## src/rtl/tpac_map.svh

```systemverilog
// Register map, field positions, reset values and fixed codes of the alarm conditioner
`ifndef TPAC_MAP_SVH
`define TPAC_MAP_SVH

`define TPAC_ADDR_W        8
`define TPAC_CTRL_OFS      8'h00
`define TPAC_COND_OFS      8'h04
`define TPAC_TSMASK_OFS    8'h08
`define TPAC_VLAN_OFS      8'h0C
`define TPAC_TOS_OFS       8'h10
`define TPAC_STATUS_OFS    8'h14
`define TPAC_IRQ_STAT_OFS  8'h18
`define TPAC_IRQ_MASK_OFS  8'h1C

`define TPAC_CTRL_FRAMED   0
`define TPAC_CTRL_LCAS_EN  1
`define TPAC_CTRL_PCAS_EN  2
`define TPAC_CTRL_VLAN_EN  3

`define TPAC_ALM_LOS       0
`define TPAC_ALM_LOF       1
`define TPAC_ALM_AIS       2
`define TPAC_ALM_FAIL      3
`define TPAC_ALM_JBUND     4
`define TPAC_ALM_JBOVR     5

`define TPAC_CTRL_RST      4'h0
`define TPAC_LCOND_RST     8'hFF
`define TPAC_PCOND_RST     8'hFF
`define TPAC_ABCD_RST      4'hF
`define TPAC_TSMASK_RST    32'hFFFFFFFE
`define TPAC_VID_RST       12'h001
`define TPAC_PCP_RST       3'h0
`define TPAC_TOS_RST       8'h00

`define TPAC_AIS_BYTE      8'hFF
`define TPAC_FAS_BYTE      8'h1B
`define TPAC_NFAS_BYTE     8'h40
`define TPAC_VLAN_TPID     16'h8100
`define TPAC_UDP_DPORT     16'h085E

`endif

```

## src/rtl/tpac_pkg.sv

```systemverilog
// Types of the alarm conditioner: state records of the top and the synchroniser
package tpac_pkg;

	typedef struct packed {
		logic s1;
		logic s2;
		logic s3;
		logic q;
	} tpac_sync_t;

	typedef struct packed {
		logic        framed;
		logic        lcas_en;
		logic        pcas_en;
		logic        vlan_en;
		logic [7:0]  lcond;
		logic [3:0]  labcd;
		logic [7:0]  pcond;
		logic [3:0]  pabcd;
		logic [31:0] tsmask;
		logic [11:0] vid;
		logic [2:0]  pcp;
		logic [7:0]  tos;
		logic [5:0]  irq_stat;
		logic [5:0]  irq_mask;
		logic [5:0]  alarm_prev;
		logic [31:0] prdata;
		logic        pslverr;
		logic        tx_par;
		logic        rx_par;
		logic        tx_valid;
		logic [7:0]  tx_data;
		logic [3:0]  tx_cas;
		logic        rx_valid;
		logic [7:0]  rx_data;
		logic [3:0]  rx_cas;
	} tpac_state_t;

endpackage : tpac_pkg

```

## src/rtl/tpac_sync3.sv

```systemverilog
// Three-stage pin synchroniser; output moves once stages two and three agree
module tpac_sync3
	import tpac_pkg::*;
(
	input  wire logic clk_i,
	input  wire logic rst_i,
	input  wire logic d_i,
	output logic      q_o
);

	tpac_sync_t s;
	tpac_sync_t next_s;

	always_comb begin
		next_s    = s;
		next_s.s1 = d_i;
		next_s.s2 = s.s1;
		next_s.s3 = s.s2;
		// Stage one feeds stage two only
		if (s.s2 == s.s3) begin
			next_s.q = s.s3;
		end
	end

	always_ff @(posedge clk_i or posedge rst_i) begin
		if (rst_i) begin
			s <= '0;
		end else begin
			s <= next_s;
		end
	end

	assign q_o = s.q;

endmodule : tpac_sync3

```

## src/rtl/tpac_top.sv

```systemverilog
// Alarm conditioning and packet tagging for a TDM stream carried over packets
//
// Chosen here: the register offsets and register access over APB.
`include "tpac_map.svh"

module tpac_top
	import tpac_pkg::*;
(
	input  wire logic                   MCLK_I,
	input  wire logic                   RST_I,
	input  wire logic                   PSEL_I,
	input  wire logic                   PENABLE_I,
	input  wire logic                   PWRITE_I,
	input  wire logic [`TPAC_ADDR_W-1:0] PADDR_I,
	input  wire logic [31:0]            PWDATA_I,
	output logic      [31:0]            PRDATA_O,
	output logic                        PREADY_O,
	output logic                        PSLVERR_O,
	output logic                        IRQ_O,
	input  wire logic                   LOS_I,
	input  wire logic                   LOF_I,
	input  wire logic                   AIS_I,
	input  wire logic                   LOCAL_FAIL_I,
	input  wire logic                   JB_UNDER_I,
	input  wire logic                   JB_OVER_I,
	input  wire logic                   TDM_RX_VALID_I,
	input  wire logic [4:0]             TDM_RX_TS_I,
	input  wire logic [7:0]             TDM_RX_DATA_I,
	input  wire logic [3:0]             TDM_RX_CAS_I,
	output logic                        PKT_TX_VALID_O,
	output logic      [7:0]             PKT_TX_DATA_O,
	output logic      [3:0]             PKT_TX_CAS_O,
	input  wire logic                   PKT_RX_VALID_I,
	input  wire logic [4:0]             PKT_RX_TS_I,
	input  wire logic [7:0]             PKT_RX_DATA_I,
	input  wire logic [3:0]             PKT_RX_CAS_I,
	output logic                        TDM_TX_VALID_O,
	output logic      [7:0]             TDM_TX_DATA_O,
	output logic      [3:0]             TDM_TX_CAS_O,
	output logic                        HDR_VLAN_EN_O,
	output logic      [31:0]            HDR_VLAN_TAG_O,
	output logic      [7:0]             HDR_TOS_O,
	output logic      [15:0]            HDR_UDP_DPORT_O
);

	tpac_state_t s;
	tpac_state_t next_s;
	logic [5:0]  alarm;
	logic        line_alarm;
	logic        pkt_fault;
	logic        apb_setup;
	logic        apb_wr;
	logic [5:0]  irq_clr;

	function automatic logic [7:0] frame_byte(input logic odd);
		return odd ? `TPAC_NFAS_BYTE : `TPAC_FAS_BYTE;
	endfunction : frame_byte

	// Line alarms arrive from the line interface pins
	tpac_sync3 u_sync_los (
		.clk_i (MCLK_I),
		.rst_i (RST_I),
		.d_i   (LOS_I),
		.q_o   (alarm[`TPAC_ALM_LOS])
	);
	tpac_sync3 u_sync_lof (
		.clk_i (MCLK_I),
		.rst_i (RST_I),
		.d_i   (LOF_I),
		.q_o   (alarm[`TPAC_ALM_LOF])
	);
	tpac_sync3 u_sync_ais (
		.clk_i (MCLK_I),
		.rst_i (RST_I),
		.d_i   (AIS_I),
		.q_o   (alarm[`TPAC_ALM_AIS])
	);

	// Packet-side faults come from logic on this clock
	assign alarm[`TPAC_ALM_FAIL]  = LOCAL_FAIL_I;
	assign alarm[`TPAC_ALM_JBUND] = JB_UNDER_I;
	assign alarm[`TPAC_ALM_JBOVR] = JB_OVER_I;

	assign line_alarm = alarm[`TPAC_ALM_LOS] | alarm[`TPAC_ALM_LOF] | alarm[`TPAC_ALM_AIS];
	assign pkt_fault  = alarm[`TPAC_ALM_FAIL] | alarm[`TPAC_ALM_JBUND] | alarm[`TPAC_ALM_JBOVR];
	assign apb_setup  = PSEL_I & ~PENABLE_I;
	assign apb_wr     = PSEL_I & PENABLE_I & PWRITE_I;
	assign irq_clr    = (apb_wr && PADDR_I == `TPAC_IRQ_STAT_OFS) ? PWDATA_I[5:0] : 6'h00;

	always_comb begin
		next_s = s;

		// Register writes take effect at the access edge
		if (apb_wr) begin
			case (PADDR_I)
				`TPAC_CTRL_OFS: begin
					next_s.framed  = PWDATA_I[`TPAC_CTRL_FRAMED];
					next_s.lcas_en = PWDATA_I[`TPAC_CTRL_LCAS_EN];
					next_s.pcas_en = PWDATA_I[`TPAC_CTRL_PCAS_EN];
					next_s.vlan_en = PWDATA_I[`TPAC_CTRL_VLAN_EN];
				end
				`TPAC_COND_OFS: begin
					next_s.lcond = PWDATA_I[7:0];
					next_s.labcd = PWDATA_I[11:8];
					next_s.pcond = PWDATA_I[23:16];
					next_s.pabcd = PWDATA_I[27:24];
				end
				`TPAC_TSMASK_OFS: begin
					next_s.tsmask = PWDATA_I;
				end
				`TPAC_VLAN_OFS: begin
					next_s.vid = PWDATA_I[11:0];
					next_s.pcp = PWDATA_I[14:12];
				end
				`TPAC_TOS_OFS: begin
					next_s.tos = PWDATA_I[7:0];
				end
				`TPAC_IRQ_MASK_OFS: begin
					next_s.irq_mask = PWDATA_I[5:0];
				end
				default: begin
				end
			endcase
		end

		// Read data is latched in setup so the access phase needs no wait
		if (apb_setup) begin
			next_s.pslverr = 1'b0;
			case (PADDR_I)
				`TPAC_CTRL_OFS:     next_s.prdata = {28'h0000000, s.vlan_en, s.pcas_en,
				                                     s.lcas_en, s.framed};
				`TPAC_COND_OFS:     next_s.prdata = {4'h0, s.pabcd, s.pcond,
				                                     4'h0, s.labcd, s.lcond};
				`TPAC_TSMASK_OFS:   next_s.prdata = s.tsmask;
				`TPAC_VLAN_OFS:     next_s.prdata = {17'h00000, s.pcp, s.vid};
				`TPAC_TOS_OFS:      next_s.prdata = {24'h000000, s.tos};
				`TPAC_STATUS_OFS:   next_s.prdata = {24'h000000, pkt_fault, line_alarm, alarm};
				`TPAC_IRQ_STAT_OFS: next_s.prdata = {26'h0000000, s.irq_stat};
				`TPAC_IRQ_MASK_OFS: next_s.prdata = {26'h0000000, s.irq_mask};
				default: begin
					next_s.prdata  = 32'h00000000;
					next_s.pslverr = 1'b1;
				end
			endcase
		end

		// Rising alarm edges are sticky; a new edge beats a same-cycle clear
		next_s.alarm_prev = alarm;
		next_s.irq_stat   = (s.irq_stat & ~irq_clr) | (alarm & ~s.alarm_prev);

		// Toward the packet network
		next_s.tx_valid = TDM_RX_VALID_I;
		if (TDM_RX_VALID_I) begin
			next_s.tx_data = TDM_RX_DATA_I;
			next_s.tx_cas  = TDM_RX_CAS_I;
			if (!s.framed) begin
				if (alarm[`TPAC_ALM_LOS]) begin
					next_s.tx_data = `TPAC_AIS_BYTE;
				end
			end else if (TDM_RX_TS_I == 5'h00) begin
				next_s.tx_par = ~s.tx_par;
				if (line_alarm) begin
					next_s.tx_data = frame_byte(s.tx_par);
				end
			end else if (line_alarm && s.tsmask[TDM_RX_TS_I]) begin
				next_s.tx_data = s.lcond;
				if (s.lcas_en) begin
					next_s.tx_cas = s.labcd;
				end
			end
		end

		// Toward the local TDM device
		next_s.rx_valid = PKT_RX_VALID_I;
		if (PKT_RX_VALID_I) begin
			next_s.rx_data = PKT_RX_DATA_I;
			next_s.rx_cas  = PKT_RX_CAS_I;
			if (!s.framed) begin
				if (pkt_fault) begin
					next_s.rx_data = `TPAC_AIS_BYTE;
				end
			end else if (PKT_RX_TS_I == 5'h00) begin
				next_s.rx_par = ~s.rx_par;
				if (pkt_fault) begin
					next_s.rx_data = frame_byte(s.rx_par);
				end
			end else if (pkt_fault && s.tsmask[PKT_RX_TS_I]) begin
				next_s.rx_data = s.pcond;
				if (s.pcas_en) begin
					next_s.rx_cas = s.pabcd;
				end
			end
		end
		// substitution follows live alarm levels, so it ends with them
	end

	always_ff @(posedge MCLK_I or posedge RST_I) begin
		if (RST_I) begin
			s          <= '0;
			s.framed   <= 1'(`TPAC_CTRL_RST >> `TPAC_CTRL_FRAMED);
			s.lcas_en  <= 1'(`TPAC_CTRL_RST >> `TPAC_CTRL_LCAS_EN);
			s.pcas_en  <= 1'(`TPAC_CTRL_RST >> `TPAC_CTRL_PCAS_EN);
			s.vlan_en  <= 1'(`TPAC_CTRL_RST >> `TPAC_CTRL_VLAN_EN);
			s.lcond    <= `TPAC_LCOND_RST;
			s.pcond    <= `TPAC_PCOND_RST;
			s.labcd    <= `TPAC_ABCD_RST;
			s.pabcd    <= `TPAC_ABCD_RST;
			s.tsmask   <= `TPAC_TSMASK_RST;
			s.vid      <= `TPAC_VID_RST;
			s.pcp      <= `TPAC_PCP_RST;
			s.tos      <= `TPAC_TOS_RST;
		end else begin
			s <= next_s;
		end
	end

	assign PREADY_O        = PSEL_I & PENABLE_I;
	assign PRDATA_O        = s.prdata;
	assign PSLVERR_O       = s.pslverr & PSEL_I & PENABLE_I;
	assign IRQ_O           = |(s.irq_stat & s.irq_mask);
	assign PKT_TX_VALID_O  = s.tx_valid;
	assign PKT_TX_DATA_O   = s.tx_data;
	assign PKT_TX_CAS_O    = s.tx_cas;
	assign TDM_TX_VALID_O  = s.rx_valid;
	assign TDM_TX_DATA_O   = s.rx_data;
	assign TDM_TX_CAS_O    = s.rx_cas;
	// tag built from vid and priority
	assign HDR_VLAN_EN_O   = s.vlan_en;
	assign HDR_VLAN_TAG_O  = {`TPAC_VLAN_TPID, s.pcp, 1'b0, s.vid};
	assign HDR_TOS_O       = s.tos;
	assign HDR_UDP_DPORT_O = `TPAC_UDP_DPORT;
endmodule : tpac_top

```

## config.mk

```make
export PLATFORM = sky130hd
export DESIGN_NAME = tpac_top
export DESIGN_NICKNAME = d
export VERILOG_FILES = /design/src/rtl/tpac_pkg.sv /design/src/rtl/tpac_sync3.sv /design/src/rtl/tpac_top.sv
export VERILOG_INCLUDE_DIRS = /design/src /design/src/rtl
export SDC_FILE = /design/constraint.sdc
export NUM_CORES = 1
export LEC_CHECK = 0
export ABC_AREA = 1
export BUFFER_PORTS_ARGS = -buffer_cell sky130_fd_sc_hd__buf_2
export CELL_PAD_IN_SITES_DETAIL_PLACEMENT = 1
export CELL_PAD_IN_SITES_GLOBAL_PLACEMENT = 2
export CORE_MARGIN = 2
export CORE_UTILIZATION = 32
export CTS_CLUSTER_SIZE = 8
export DETAILED_ROUTE_END_ITERATION = 16
export PLACE_DENSITY_LB_ADDON = 0.1
export REMOVE_ABC_BUFFERS = 1
export SLEW_MARGIN = 30
export SYNTH_ARGS = -nofsm -noshare
export SYNTH_HDL_FRONTEND = slang
export SYNTH_SLANG_ARGS = --single-unit
export TNS_END_PERCENT = 100
```

## constraint.sdc

```tcl
create_clock -name MCLK_I -period 8.3 [get_ports MCLK_I]
set_clock_uncertainty 0.05 [all_clocks]
set_input_delay 1.66 -clock MCLK_I [delete_from_list [all_inputs] [get_ports MCLK_I]]
set_output_delay 1.66 -clock MCLK_I [all_outputs]
set_load 0.005 [all_outputs]
```

==> out/metrics.cfg <==
[setup_path]
end_kind = output port
crit_path_start_kind = input port
worstReg2RegEnd = PKT_TX_DATA_O[2]$_DFFE_PP0P_
crit_required_ps = 6590
r2r_slack_ps = 6130
reg2reg_depth = 9
reg2reg_from = u_sync_los.q_o$_DFFE_PP0N_
crit_type = input port to output port
crit_top_cell = buf_2
critPathMaxStageDelay_ps = 120
crit_arrival_ps = 2030
cp_slowest_cell = buf_2
path_max_fanout = 3
crit_chain = buf_2, nand2_1, nor2_1, buf_2

[logic_synthesis]
ys_seq_area_share_pct = 46.4
synth_ff_type = dfrtp_1
synth.area.top_cells = dfrtp_1 (31%), dfstp_2 (15%), nand2_1 (13%), buf_4 (9.0%), nand3_1 (5.1%)
synth.distinct_cells = 44
synth_top_area_share_pct = 31.0
synth_edf_count = 0
ys_warn_count = 0
netlist.top_cell.by_area = dfrtp_1
synthArstFlopShare_pct = 100
synth_seq_cells = 174
synthCells = 1179
syn-cell-area_um2 = 9530
avgSynthCellArea_um2 = 8.08

[grt]
grt_start_max_net_pins = 73
antenna_found_initial = 0
overflow = 0
track_usage_pct = 19.2
grt_pass1_vias = 8000
grt_pass1_wl_um = 45700

[min_path]
hold_depth = 0
min_path_type = register to register
worstHoldStart = u_sync_ais.next_s[2]$_DFF_PP0_
hold_end = u_sync_ais.next_s[1]$_DFF_PP0_

[timing]
maxSlewViolCount = 0
setup_viol = 0
tightest_slew_ps = 865
fin_crit_ps = 3740
setup_tns_ps = 0
relSlewSlack_pct = 42.3
max_freq_ghz = 0.267
hold_violations = 0
finalCritPeriodShare_pct = 45.1
grt_setup_unrepaired = false
whs_ps = 303

[clocking]
clockBufferDepth = 2
cts_max_level = 4
cts_setup_buffers = 0
cts_tree = built
postCtsHoldBufs = 0
cts_inserted_buffers = 17
clk_latency_ps = 440
cts-resized-gates = 0
root_buffer = clkbuf_16
clkSinkCount = 174
clk_pin_slew_ps = 80

[detailed_routing]
avgRoutedWirePerCell_um = 17.6
antenna_left = 0
drc = 0
drt_iter0_markers = 365
firstDrtPassIters = 4
via_count = 7739
viasPerCell = 4.69
routed_wl_um = 29000

[floorplanning]
initial_core_util_pct = 32.3
rows = 63
dieArea_um2 = 31200
core_area_um2 = 29500
die_w_um = 177
ios = 205
die_h_um = 177

[power_and_ir_drop]
cellPowerDensity_nw_per_um2 = 179
ir_drop_mv = 0.0945
clkPwrFrac_pct = 43.3
p_leak_nw = 5.10
p_comb_share_pct = 9.4
swShare_pct = 28.7
pwr-share-seq_pct = 47.3
power.switching_mw = 0.542
p_int_mw = 1.34

[placement]
hpwl_um = 21300
io_buffers = 171
gp_congestion = 0.854

[layout]
final_nets = 1333
antenna_cells = 0
fillCellCount = 3656
area_growth_pct = 10.3
drive_gt1_share_pct = 24.2
final_cell_mix = nand2_1 (332), buf_2 (171), dfrtp_1 (118)
final_common_cell = nand2_1

[run]
drv_cap = 0

[status]
status = finished, final reports clean

-- critical path: cells and delay by family --
| kind | cells | cell delay (ps) |
|---|---|---|
| buf+inv | 2 | 210 |
| simple gates | 2 | 170 |
-- per-stage QoR --
stage	power [mW]	util (%)	instance area (um2)	cells	setup WS (ps)
finish	1.89	35.7	10500	1649	4560
global route	1.98	35.7	10500	1649	4360
CTS	1.91	35.6	10500	1649	4310
detailed placement	1.09	33.6	9920	1617	3850
global placement	1.09	33.6	9920	1617	3960
floorplan	0.999	-	8530	1051	1970
-- layout make-up --
cell class | count | area [um2] | share of cell area, %
Sequential cell | 174 | 4420 | 42.1
Multi-Input combinational cell | 761 | 3670 | 34.9
Timing Repair Buffer | 176 | 893 | 8.50
Tap cell | 390 | 488 | 4.64
Inverter | 116 | 454 | 4.32
Clock buffer | 18 | 439 | 4.18
Clock inverter | 14 | 145 | 1.38
-- Yosys cell counts (7+ instances only) --
| cell | count |
|---|---|
| a21oi_1 | 28 |
| a221oi_1 | 10 |
| buf_2 | 11 |
| buf_4 | 114 |
| buf_6 | 7 |
| clkbuf_1 | 23 |
| dfrtp_1 | 118 |
| dfstp_2 | 56 |
| inv_1 | 106 |
| inv_2 | 7 |
| nand2_1 | 333 |
| nand2_2 | 8 |
| nand3_1 | 98 |
| nand4_1 | 12 |
| nor2_1 | 40 |
| o211ai_1 | 14 |
| o21ai_0 | 82 |
| o21ai_1 | 46 |
| o31ai_1 | 10 |
-- registers in the layout, summed over array words and instances, names as in the netlist, 4 cells and up --
register / count
PKT_TX_CAS_O: 4
TDM_TX_CAS_O: 4
PRDATA_O: 32
TDM_TX_DATA_O: 8
HDR_TOS_O: 8
PKT_TX_DATA_O: 8
s: 80
HDR_VLAN_TAG_O: 15
-- worst max path at each step --
stage | slack, ps | endpoint | cells past startpoint | start
after CTS | 4310 | s[131]$_DFFE_PP1P_ | 8 | PADDR_I[5]
after global placement | 3960 | s[132]$_DFFE_PP1P_ | 8 | PADDR_I[5]
after detailed placement | 3850 | s[131]$_DFFE_PP1P_ | 8 | PADDR_I[5]
after global routing | 4360 | s[131]$_DFFE_PP1P_ | 8 | PADDR_I[5]
final | 4560 | PSLVERR_O | 4 | PENABLE_I
after floorplan | 1970 | HDR_TOS_O[0]$_DFFE_PP0P_ | 1 | RST_I
-- cells by family (layout without fill, tap and decap cells) --
family                   after synthesis  count (layout)  share of synthesized area (%)
XOR/XNOR                               2               2                          0.184
multiplexers                           5               5                          0.591
AO/OA/AOI/OAI                        207             207                           12.5
buffers and inverters                275             324                           16.4
adder cells (fa/ha/maj)                3               3                          0.315
AND/OR/NAND/NOR                      511             511                           23.5
flip-flops                           174             174                           46.4
other                                  2              33                         0.0788
-- power by group through the flow --
stage               registers [mW]  logic, mW  clock network (mW)
global route                 0.896      0.203               0.878
detailed placement           0.908      0.181                   0
floorplan                    0.904     0.0943                   0
CTS                          0.892      0.182               0.839
global placement             0.907      0.179                   0
finish                       0.892      0.177               0.817
-- metal layers --
metal | share of wire [%] | wire length [um] | up-vias | GRT usage (%)
met5 | 0 | 0 | - | 0
met4 | 1.4 | 418 | 0 | 4.79
met3 | 4.2 | 1210 | 22 | 3.23
met2 | 48 | 14100 | 159 | 32.4
met1 | 46 | 13300 | 3742 | 25.5
li1 | - | - | 3816 | -
(Power assumes the default switching activity.)
